==> config.mk <==
export PLATFORM = sky130hd
export DESIGN_NAME = cfh_host
export DESIGN_NICKNAME = d
export VERILOG_FILES = /design/src/rtl/cfh_pkg.sv /design/src/rtl/cfh_word_mem.sv /design/src/rtl/cfh_host.sv
export VERILOG_INCLUDE_DIRS = /design/src /design/src/rtl
export SDC_FILE = /design/constraint.sdc
export NUM_CORES = 1
export LEC_CHECK = 0
export ABC_AREA = 1
export BUFFER_PORTS_ARGS = -buffer_cell sky130_fd_sc_hd__buf_4
export CAP_MARGIN = 40
export CORE_ASPECT_RATIO = 1.5
export CORE_MARGIN = 5
export CORE_UTILIZATION = 50
export CTS_CLUSTER_DIAMETER = 100
export DETAILED_ROUTE_END_ITERATION = 8
export PLACE_DENSITY = 0.69
export SYNTH_ARGS = -nofsm -noshare
export SYNTH_HDL_FRONTEND = slang
export SYNTH_SLANG_ARGS = --single-unit
==> constraint.sdc <==
create_clock -name clk_i -period 6 [get_ports clk_i]
set_input_delay 0.6 -clock clk_i [delete_from_list [all_inputs] [get_ports clk_i]]
set_output_delay 0.6 -clock clk_i [all_outputs]
set_load 0.02 [all_outputs]
==> src/rtl/cfh_map.svh <==
`ifndef CFH_MAP_SVH
`define CFH_MAP_SVH

// **********************************************************************
// Clock and strobe timing
// **********************************************************************
`define CFH_CLK_PERIOD_NS 5
`define CFH_T_SETUP_NS 30
`define CFH_T_STROBE_NS 80
`define CFH_T_RECOV_NS 50
// Least times, rounded up to whole cycles
`define CFH_SETUP_CYC ((`CFH_T_SETUP_NS + `CFH_CLK_PERIOD_NS - 1) / `CFH_CLK_PERIOD_NS)
`define CFH_STROBE_CYC ((`CFH_T_STROBE_NS + `CFH_CLK_PERIOD_NS - 1) / `CFH_CLK_PERIOD_NS)
`define CFH_RECOV_CYC ((`CFH_T_RECOV_NS + `CFH_CLK_PERIOD_NS - 1) / `CFH_CLK_PERIOD_NS)

// **********************************************************************
// Bus widths and buffer depth
// **********************************************************************
`define CFH_ADDR_W 11
`define CFH_DATA_W 16
`define CFH_BUF_DEPTH 16
`define CFH_BUF_AW 4

`endif

==> src/rtl/cfh_pkg.sv <==
package cfh_pkg;

   // **********************************************************************
   // Types
   // **********************************************************************
   typedef enum logic [1:0] {
      CFH_MODE_MEM = 2'h0,
      CFH_MODE_IO = 2'h1,
      CFH_MODE_IDE = 2'h2
   } cfh_mode_type;

   typedef enum logic [3:0] {
      CFH_ST_IDLE = 4'h1,
      CFH_ST_SETUP = 4'h2,
      CFH_ST_STROBE = 4'h4,
      CFH_ST_RECOV = 4'h8
   } cfh_state_type;

endpackage : cfh_pkg

==> src/rtl/cfh_word_mem.sv <==
`timescale 1ns/10ps
module cfh_word_mem #(
   parameter int WIDTH = 16,
   parameter int DEPTH = 16,
   parameter int AW = 4
) (
   input wire logic clk_i,
   input wire logic we_i,
   input wire logic [AW-1:0] waddr_i,
   input wire logic [WIDTH-1:0] wdata_i,
   input wire logic [AW-1:0] raddr_i,
   output logic [WIDTH-1:0] rdata_o
);

   logic [WIDTH-1:0] mem_r [DEPTH];

   always_ff @(posedge clk_i) begin
      if (we_i) begin
         mem_r[waddr_i] <= wdata_i;
      end
   end

   // Registered read: data for an address appear one cycle later
   always_ff @(posedge clk_i) begin
      rdata_o <= mem_r[raddr_i];
   end

endmodule : cfh_word_mem

==> src/rtl/cfh_host.sv <==
`timescale 1ns/10ps
`include "cfh_map.svh"
// Function
// - Host enables its input data buffer from input acknowledge during I/O reads.
// - Host sets each DMA word's direction by pulsing the read or write strobe.
// - Request held until grant, then dropped; raised again while data remain.
// - Host makes the read strobe in I/O and IDE modes; card drives data meanwhile.
// - During grant both register selects stay deasserted; transfers are 16 bits.
// - Host drives disk mode select low to enter True IDE mode.
module cfh_host
   import cfh_pkg::*;
#(
   parameter int AW = `CFH_ADDR_W,
   parameter int DW = `CFH_DATA_W,
   parameter int DEPTH = `CFH_BUF_DEPTH,
   parameter int BAW = `CFH_BUF_AW
) (
   input wire logic clk_i,
   input wire logic reset_i,
   input wire cfh_mode_type mode_i,
   input wire logic dma_enable_i,
   input wire logic cmd_valid_i,
   input wire logic cmd_write_i,
   input wire logic cmd_control_i,
   input wire logic [AW-1:0] cmd_addr_i,
   input wire logic [DW-1:0] cmd_wdata_i,
   output logic cmd_ready_o,
   output logic rsp_valid_o,
   output logic [DW-1:0] rsp_data_o,
   output logic rsp_acked_o,
   input wire logic dma_start_i,
   input wire logic dma_write_i,
   input wire logic [BAW:0] dma_len_i,
   output logic dma_busy_o,
   output logic dma_done_o,
   input wire logic buf_wr_en_i,
   input wire logic [BAW-1:0] buf_addr_i,
   input wire logic [DW-1:0] buf_wdata_i,
   input wire logic [BAW-1:0] buf_rd_addr_i,
   output logic [DW-1:0] buf_rdata_o,
   output logic [AW-1:0] addr_o,
   input wire logic [DW-1:0] data_i,
   output logic [DW-1:0] data_o,
   output logic data_oe_n_o,
   output logic io_read_strobe_n_o,
   output logic io_write_strobe_n_o,
   output logic taskfile_select_n_o,
   output logic control_block_select_n_o,
   output logic transfer_grant_n_o,
   output logic disk_mode_select_n_o,
   output logic read_buffer_en_o,
   input wire logic input_acknowledge_n_i,
   input wire logic transfer_request_i
);

   // **********************************************************************
   // Helpers
   // **********************************************************************
   function automatic logic [7:0] last_cnt(input int cycles);
      last_cnt = (cycles > 1) ? 8'(cycles - 1) : 8'h00;
   endfunction : last_cnt

   cfh_state_type state_r;
   cfh_mode_type mode_r;
   logic [7:0] cnt_r;
   logic write_r;
   logic in_dma_r;
   logic dma_active_r;
   logic dma_dir_write_r;
   logic [BAW:0] rem_r;
   logic [BAW-1:0] idx_r;
   logic ack_seen_r;
   logic dma_go;
   logic pio_go;
   logic more_words;
   logic dma_capture;
   logic mem_we;
   logic [BAW-1:0] mem_waddr;
   logic [DW-1:0] mem_wdata;
   logic [BAW-1:0] mem_raddr;
   logic [DW-1:0] mem_rdata;

   // **********************************************************************
   // Start conditions
   // **********************************************************************
   // DMA only in IDE mode with DMA enabled, so older cards never see a grant
   assign dma_go = dma_active_r && dma_enable_i && (mode_r == CFH_MODE_IDE)
                   && transfer_request_i;
   assign pio_go = cmd_valid_i && !dma_go;
   assign more_words = (rem_r > {{BAW{1'b0}}, 1'b1}) && transfer_request_i;
   assign dma_capture = (state_r == CFH_ST_STROBE) && in_dma_r && !write_r
                        && (cnt_r == last_cnt(`CFH_STROBE_CYC));

   // **********************************************************************
   // Mode pin
   // **********************************************************************
   always_ff @(posedge clk_i) begin
      if (reset_i) begin
         mode_r <= CFH_MODE_MEM;
         disk_mode_select_n_o <= 1'b1;
      end else if (state_r == CFH_ST_IDLE && !dma_active_r) begin
         // Mode changes only between cycles so no strobe straddles it
         mode_r <= mode_i;
         disk_mode_select_n_o <= (mode_i != CFH_MODE_IDE);
      end
   end

   // **********************************************************************
   // Cycle sequencer
   // **********************************************************************
   always_ff @(posedge clk_i) begin
      if (reset_i) begin
         state_r <= CFH_ST_IDLE;
         cnt_r <= 8'h00;
         write_r <= 1'b0;
         in_dma_r <= 1'b0;
      end else begin
         unique case (state_r)
            CFH_ST_IDLE: begin
               cnt_r <= 8'h00;
               if (dma_go) begin
                  state_r <= CFH_ST_SETUP;
                  write_r <= dma_dir_write_r;
                  in_dma_r <= 1'b1;
               end else if (pio_go) begin
                  state_r <= CFH_ST_SETUP;
                  write_r <= cmd_write_i;
                  in_dma_r <= 1'b0;
               end
            end
            CFH_ST_SETUP: begin
               if (cnt_r == last_cnt(`CFH_SETUP_CYC)) begin
                  state_r <= CFH_ST_STROBE;
                  cnt_r <= 8'h00;
               end else begin
                  cnt_r <= cnt_r + 8'h01;
               end
            end
            CFH_ST_STROBE: begin
               if (cnt_r == last_cnt(`CFH_STROBE_CYC)) begin
                  state_r <= CFH_ST_RECOV;
                  cnt_r <= 8'h00;
               end else begin
                  cnt_r <= cnt_r + 8'h01;
               end
            end
            CFH_ST_RECOV: begin
               if (cnt_r == last_cnt(`CFH_RECOV_CYC)) begin
                  cnt_r <= 8'h00;
                  // Burst continues only while the card still requests
                  state_r <= (in_dma_r && more_words) ? CFH_ST_SETUP : CFH_ST_IDLE;
                  in_dma_r <= in_dma_r && more_words;
               end else begin
                  cnt_r <= cnt_r + 8'h01;
               end
            end
         endcase
      end
   end

   // **********************************************************************
   // Pin drivers
   // **********************************************************************
   always_ff @(posedge clk_i) begin
      if (reset_i) begin
         io_read_strobe_n_o <= 1'b1;
         io_write_strobe_n_o <= 1'b1;
      end else begin
         // Strobe only in I/O and IDE modes; write_r, from the command or the DMA direction, picks which one
         io_read_strobe_n_o <= !((state_r == CFH_ST_SETUP)
                               && (cnt_r == last_cnt(`CFH_SETUP_CYC))
                               && !write_r && (mode_r != CFH_MODE_MEM)
                               || (state_r == CFH_ST_STROBE) && !io_read_strobe_n_o
                               && (cnt_r != last_cnt(`CFH_STROBE_CYC)));
         // Rising edge at the end of the pulse is where the card takes the data
         io_write_strobe_n_o <= !((state_r == CFH_ST_SETUP)
                                && (cnt_r == last_cnt(`CFH_SETUP_CYC))
                                && write_r && (mode_r != CFH_MODE_MEM)
                                || (state_r == CFH_ST_STROBE) && !io_write_strobe_n_o
                                && (cnt_r != last_cnt(`CFH_STROBE_CYC)));
      end
   end

   always_ff @(posedge clk_i) begin
      if (reset_i) begin
         transfer_grant_n_o <= 1'b1;
         taskfile_select_n_o <= 1'b1;
         control_block_select_n_o <= 1'b1;
         addr_o <= '0;
      end else if (state_r == CFH_ST_IDLE && dma_go) begin
         transfer_grant_n_o <= 1'b0;
         taskfile_select_n_o <= 1'b1;
         control_block_select_n_o <= 1'b1;
      end else if (state_r == CFH_ST_IDLE && pio_go) begin
         addr_o <= cmd_addr_i;
         taskfile_select_n_o <= cmd_control_i && (mode_r == CFH_MODE_IDE);
         control_block_select_n_o <= !(cmd_control_i && (mode_r == CFH_MODE_IDE));
      end else if (state_r == CFH_ST_RECOV && cnt_r == last_cnt(`CFH_RECOV_CYC)
                   && !(in_dma_r && more_words)) begin
         transfer_grant_n_o <= 1'b1;
         taskfile_select_n_o <= 1'b1;
         control_block_select_n_o <= 1'b1;
      end
   end

   // Data drive: whole 16-bit words in DMA, held through recovery for hold time
   always_ff @(posedge clk_i) begin
      if (reset_i) begin
         data_o <= '0;
         data_oe_n_o <= 1'b1;
      end else if (state_r == CFH_ST_IDLE && pio_go && !dma_go) begin
         data_o <= cmd_wdata_i;
         data_oe_n_o <= !cmd_write_i;
      end else if (state_r == CFH_ST_SETUP && in_dma_r) begin
         data_o <= mem_rdata;
         data_oe_n_o <= !write_r;
      end else if (state_r == CFH_ST_IDLE) begin
         data_oe_n_o <= 1'b1;
      end
   end

   // **********************************************************************
   // Read path and input buffer enable
   // **********************************************************************
   always_ff @(posedge clk_i) begin
      if (reset_i) begin
         read_buffer_en_o <= 1'b0;
         ack_seen_r <= 1'b0;
      end else begin
         // Acknowledge counts only in I/O mode and only under our own read strobe
         read_buffer_en_o <= (mode_r == CFH_MODE_IO) && !io_read_strobe_n_o
                             && !input_acknowledge_n_i;
         if (state_r == CFH_ST_SETUP) begin
            ack_seen_r <= 1'b0;
         end else if ((mode_r == CFH_MODE_IO) && !io_read_strobe_n_o
                      && !input_acknowledge_n_i) begin
            ack_seen_r <= 1'b1;
         end
      end
   end

   always_ff @(posedge clk_i) begin
      if (reset_i) begin
         rsp_valid_o <= 1'b0;
         rsp_data_o <= '0;
         rsp_acked_o <= 1'b0;
      end else begin
         rsp_valid_o <= 1'b0;
         if (state_r == CFH_ST_STROBE && !in_dma_r && !write_r
             && cnt_r == last_cnt(`CFH_STROBE_CYC)) begin
            rsp_valid_o <= 1'b1;
            rsp_data_o <= data_i;
            rsp_acked_o <= ack_seen_r || !input_acknowledge_n_i && (mode_r == CFH_MODE_IO);
         end
      end
   end

   always_ff @(posedge clk_i) begin
      if (reset_i) begin
         cmd_ready_o <= 1'b0;
      end else begin
         cmd_ready_o <= (state_r == CFH_ST_IDLE) && !cmd_valid_i && !dma_go;
      end
   end

   // **********************************************************************
   // DMA burst bookkeeping
   // **********************************************************************
   always_ff @(posedge clk_i) begin
      if (reset_i) begin
         dma_active_r <= 1'b0;
         dma_dir_write_r <= 1'b0;
         rem_r <= '0;
         idx_r <= '0;
         dma_busy_o <= 1'b0;
         dma_done_o <= 1'b0;
      end else begin
         dma_done_o <= 1'b0;
         if (!dma_active_r && dma_start_i && dma_len_i != '0 && state_r == CFH_ST_IDLE) begin
            dma_active_r <= 1'b1;
            dma_busy_o <= 1'b1;
            dma_dir_write_r <= dma_write_i;
            rem_r <= dma_len_i;
            idx_r <= '0;
         end else if (in_dma_r && state_r == CFH_ST_RECOV
                      && cnt_r == last_cnt(`CFH_RECOV_CYC)) begin
            rem_r <= rem_r - {{BAW{1'b0}}, 1'b1};
            idx_r <= idx_r + {{(BAW-1){1'b0}}, 1'b1};
            if (rem_r == {{BAW{1'b0}}, 1'b1}) begin
               dma_active_r <= 1'b0;
               dma_busy_o <= 1'b0;
               dma_done_o <= 1'b1;
            end
         end
      end
   end

   // **********************************************************************
   // Word buffer
   // **********************************************************************
   assign mem_we = dma_capture || buf_wr_en_i;
   assign mem_waddr = dma_capture ? idx_r : buf_addr_i;
   assign mem_wdata = dma_capture ? data_i : buf_wdata_i;
   // Limitation: the user read port returns burst data while a burst runs
   assign mem_raddr = dma_active_r ? idx_r : buf_rd_addr_i;

   cfh_word_mem #(
      .WIDTH(DW),
      .DEPTH(DEPTH),
      .AW(BAW)
   ) u_buf (
      .clk_i(clk_i),
      .we_i(mem_we),
      .waddr_i(mem_waddr),
      .wdata_i(mem_wdata),
      .raddr_i(mem_raddr),
      .rdata_o(mem_rdata)
   );

   assign buf_rdata_o = mem_rdata;

   // **********************************************************************
   // Checks
   // **********************************************************************
   property p_grant_no_select;
      @(posedge clk_i) disable iff (reset_i)
      !transfer_grant_n_o |-> taskfile_select_n_o && control_block_select_n_o;
   endproperty
   a_grant_no_select: assert property (p_grant_no_select)
      else $error("register select active during grant");

   property p_grant_after_request;
      @(posedge clk_i) disable iff (reset_i)
      $fell(transfer_grant_n_o) |-> $past(transfer_request_i) && $past(dma_enable_i);
   endproperty
   a_grant_after_request: assert property (p_grant_after_request)
      else $error("grant raised without request");

   property p_one_strobe;
      @(posedge clk_i) disable iff (reset_i)
      io_read_strobe_n_o || io_write_strobe_n_o;
   endproperty
   a_one_strobe: assert property (p_one_strobe)
      else $error("both strobes active");

   property p_dma_dir;
      @(posedge clk_i) disable iff (reset_i)
      !transfer_grant_n_o && $fell(io_write_strobe_n_o) |-> dma_dir_write_r;
   endproperty
   a_dma_dir: assert property (p_dma_dir)
      else $error("write strobe against DMA direction");

   property p_strobe_mode;
      @(posedge clk_i) disable iff (reset_i)
      $fell(io_read_strobe_n_o) |-> mode_r != CFH_MODE_MEM;
   endproperty
   a_strobe_mode: assert property (p_strobe_mode)
      else $error("read strobe in memory mode");

   property p_strobe_width;
      @(posedge clk_i) disable iff (reset_i)
      $fell(io_read_strobe_n_o) |-> !io_read_strobe_n_o [*8];
   endproperty
   a_strobe_width: assert property (p_strobe_width)
      else $error("read strobe too short");

   property p_buffer_en;
      @(posedge clk_i) disable iff (reset_i)
      read_buffer_en_o |-> $past(mode_r == CFH_MODE_IO) && $past(!input_acknowledge_n_i);
   endproperty
   a_buffer_en: assert property (p_buffer_en)
      else $error("buffer enabled without acknowledge");

   property p_ide_pin;
      @(posedge clk_i) disable iff (reset_i)
      (state_r == CFH_ST_SETUP) |-> disk_mode_select_n_o == (mode_r != CFH_MODE_IDE);
   endproperty
   a_ide_pin: assert property (p_ide_pin)
      else $error("disk mode pin disagrees with mode");

endmodule : cfh_host

==> flow_summary_export.csv <==
group,metric,value,unit
floorplanning,dieWidth,152,um
sta,min_period,3240,ps
logic_synthesis,ys_seq_area_frac,0.635,
logic_synthesis,syn_nets,1656,
finish,syn2layout_area_growth,16.6,%
sta,rsz0062_at_grt,"no",
worst_setup_path,crit_buf_inv,4,
detailed_routing,drt_iter0_markers,851,
logic_synthesis,yosys-mux-area-fraction,0,
clock_tree,ctsHoldBuffers,0,
logic_synthesis,synth_edf_count,256,
worst_setup_path,startpoint_type,"flop",
placement,dp_hpwl,25500,um
logic_synthesis,synth_area,15200,um^2
finish,final_net_count,1801,
floorplanning,boundaryPins,157,
clock_tree,clock_sinks,355,
clock_tree,tritoncts,"yes",
logic_synthesis,syn-instance-count,1566,
floorplanning,die_area,34100,um^2
worst_setup_path,crit_arrival,3750,ps
power,comb_power_share,0.212,
sta,finalSetupViolCount,0,
detailed_routing,ant_nets,0,
worst_setup_path,crit_family,"buffers and inverters",
clock_tree,clkTransAtPathRegs,70,ps
logic_synthesis,synth_xor_xnor_area_share,0.00518,
worst_setup_path,required,6510,ps
sta,slew_violations,0,
floorplanning,rows,78,
sta,finalCritPeriodShare,0.541,
detailed_routing,totalWireLength,39800,um
global_route,grt_pass1_wl,61400,um
placement,gp_congestion,0.882,
power,total_leakage_power,0.00738,uW
clock_tree,clk_latency,570,ps
logic_synthesis,synthTopCellsByArea,"edfxtp_1, dfxtp_1, nand2_1, nand3_1, inv_1",
detailed_routing,wl_per_cell,18.6,um
sta,fmax,0.308,GHz
logic_synthesis,yosysTopAreaCellShare,0.505,
power,worst_ir_drop_vdd,0.000206,V
finish,drive_above_1_share,0.161,
sta,tns,0,ps
power,power,6260,uW
detailed_routing,vias,11300,
clock_tree,cts_resized,0,
placement,portBuffers,156,
worst_setup_path,path_max_fanout,76,
placement,dp.cells,2078,
floorplanning,core_area,30200,um^2
logic_synthesis,yosys.area_share.simple,0.230,
outcome,status,"completed",
worst_setup_path,cp_common_cell,"nand2_1",
logic_synthesis,synth_ff_type,"edfxtp_1",
logic_synthesis,synth_compound_gate_area_share,0.0580,
power,switchingPower,1880,uW
logic_synthesis,yosysWarnings,0,
logic_synthesis,synth_area_per_cell,9.72,um^2
power,p_seq_frac,0.466,
logic_synthesis,async_flop_share,0,
flow_run,maxCapViolCount,0,
logic_synthesis,synth_top_family_by_area,"simple AND/OR/NAND/NOR gates",
detailed_routing,drt_first_pass_iters,6,
clock_tree,cts_made_buffers,31,
worst_setup_path,cpPeakStageDelay,620,ps
global_route,antenna_found_initial,0,
sta,worstMarginPinSlew,887,ps
clock_tree,root_buffer,"clkbuf_16",
worst_setup_path,worstSetupPathType,"flop to flop",
sta,fin_skew,13.2,ps
global_route,grt_usage,0.228,
logic_synthesis,synth_cell_type_count,39,
floorplanning,fp.dieH,224,um
clock_tree,clockBufferDepth,3,
worst_setup_path,critPathSlowestCell,"dfxtp_1",
sta,hold_viol,0,
global_route,grt_pass1_vias,11000,
worst_setup_path,crit_chain,"inv_1, nand2_1, nand2_4, inv_2, buf_12, buf_4, nand2_1, nand2_1, nand2_1, nand3_1, nand3_1, nand2_1",
clock_tree,cts_setup_buffers,0,
global_route,grt_max_degree,87,
logic_synthesis,synth_fa_ha_area_frac,0.00411,
finish,final_cell_count_no_fill,2134,
logic_synthesis,yosysMostFrequentCell,"nand2_1",
clock_tree,cts-htree-levels,1,
sta,relSlewSlack,0.409,
logic_synthesis,ys_top_cells_by_count,"nand2_1, edfxtp_1, inv_1, nand3_1, dfxtp_1",
detailed_routing,drc,0,
power,switching_share,0.301,
global_route,grt_overflow,0,
worst_hold_path,hold_path.class,"input pin to flop",
power,p_clk_frac,0.322,
floorplanning,start_util,0.505,
logic_synthesis,ys_seq_elements,355,
logic_synthesis,yosys.area.top_type,"edfxtp_1",
detailed_routing,post_drt_via_cell_ratio,5.28,
power,power_density,353,nW/um^2
worst_setup_path,end_kind,"flop",
power,p_int,4380,uW
finish,n_antenna_cell,0,
-- metal layers --
layer / up-vias / part of all wire / track usage
met5: - / 0 / 0
met4: 0 / 0.033 / 0.0874
met3: 88 / 0.063 / 0.0305
met2: 425 / 0.53 / 0.425
met1: 5323 / 0.38 / 0.268
li1: 5434 / - / -
-- worst reg2reg max path: stages, from the launching register on --
cell,delay (ps)
dfxtp_1,620
inv_1,120
nand2_1,120
nand2_4,440
inv_2,570
buf_12,260
buf_4,480
nand2_1,140
nand2_1,90
nand2_1,50
nand3_1,120
nand3_1,90
nand2_1,90
-- power groups by stage --
stage	sequential, uW	combinational (uW)	clock [uW]
2_1_floorplan	3020	805	0
3_3_place_gp	2970	1310	0
3_5_place_dp	2970	1330	0
4_1_cts	2920	1330	2050
5_1_grt	2930	1470	2150
6_report	2920	1330	2020
-- through the flow --
stage          setup slack [ps]   util  cell area (um^2)  hold slack [ps]
2_1_floorplan              3570      -             15200              424
3_3_place_gp               2630  0.554             16700              433
3_5_place_dp               2790  0.555             16700              437
4_1_cts                    2770  0.588             17700              233
5_1_grt                    2440  0.588             17700              259
6_report                   2760  0.588             17700              255
-- registers in the layout (all words and copies together), names as in the netlist, 2 cells and up --
signal         count
rem_r              5
data_o            16
u_buf.mem_r      256
state_r            4
addr_o            11
cnt_r              8
rsp_data_o        16
idx_r              4
u_buf.rdata_o     16
mode_r             2
-- logic make-up after synthesis --
logic type      after synthesis
buf+inv                     239
xor+xnor                      9
simple gates                812
compound gates              146
flops                       355
fa+ha+maj                     5
-- final cells by class --
type	count	area (um^2)
Clock inverter	20	225
Clock buffer	36	795
Sequential cell	355	9670
Multi-Input combinational cell	972	4540
Fill cell	2492	12400
Timing Repair Buffer	181	1370
Inverter	170	638
Tap cell	400	500
-- worst paths after layout --
check	slack, ps	end	cells after the start	from
worst min-delay path	250	addr_o[3]	3	cmd_addr_i[3]
worst min register to register	450	rsp_data_o[0]	2	rsp_data_o[0]
worst max-delay path	2760	u_buf.rdata_o[2]	12	dma_active_r
worst max register to register	2760	u_buf.rdata_o[2]	12	dma_active_r
-- placed cells by master (no fill, tap or decap), types with 2 or more instances in the layout --
cell	instances
clkinvlp_2	3
bufinv_16	5
nand4_1	8
nor2_1	86
xor2_1	6
a21oi_1	40
nand3b_1	3
xnor2_1	3
o22ai_1	2
clkbuf_1	5
nand3_1	157
nand2_2	9
nor2_4	7
nand2_1	514
o21ai_2	2
edfxtp_1	256
a21boi_0	14
a21boi_1	2
nor3_1	3
o21ai_1	12
nand2_4	2
ha_1	5
o21ai_0	34
clkinv_1	7
nand3_2	6
nor2_2	11
o211ai_1	35
inv_1	160
dfxtp_1	99
clkinv_2	4
inv_6	2
buf_4	180
clkbuf_16	31
inv_2	9
nand3_4	4
No activity file was read; power rests on OpenSTA's default activity.
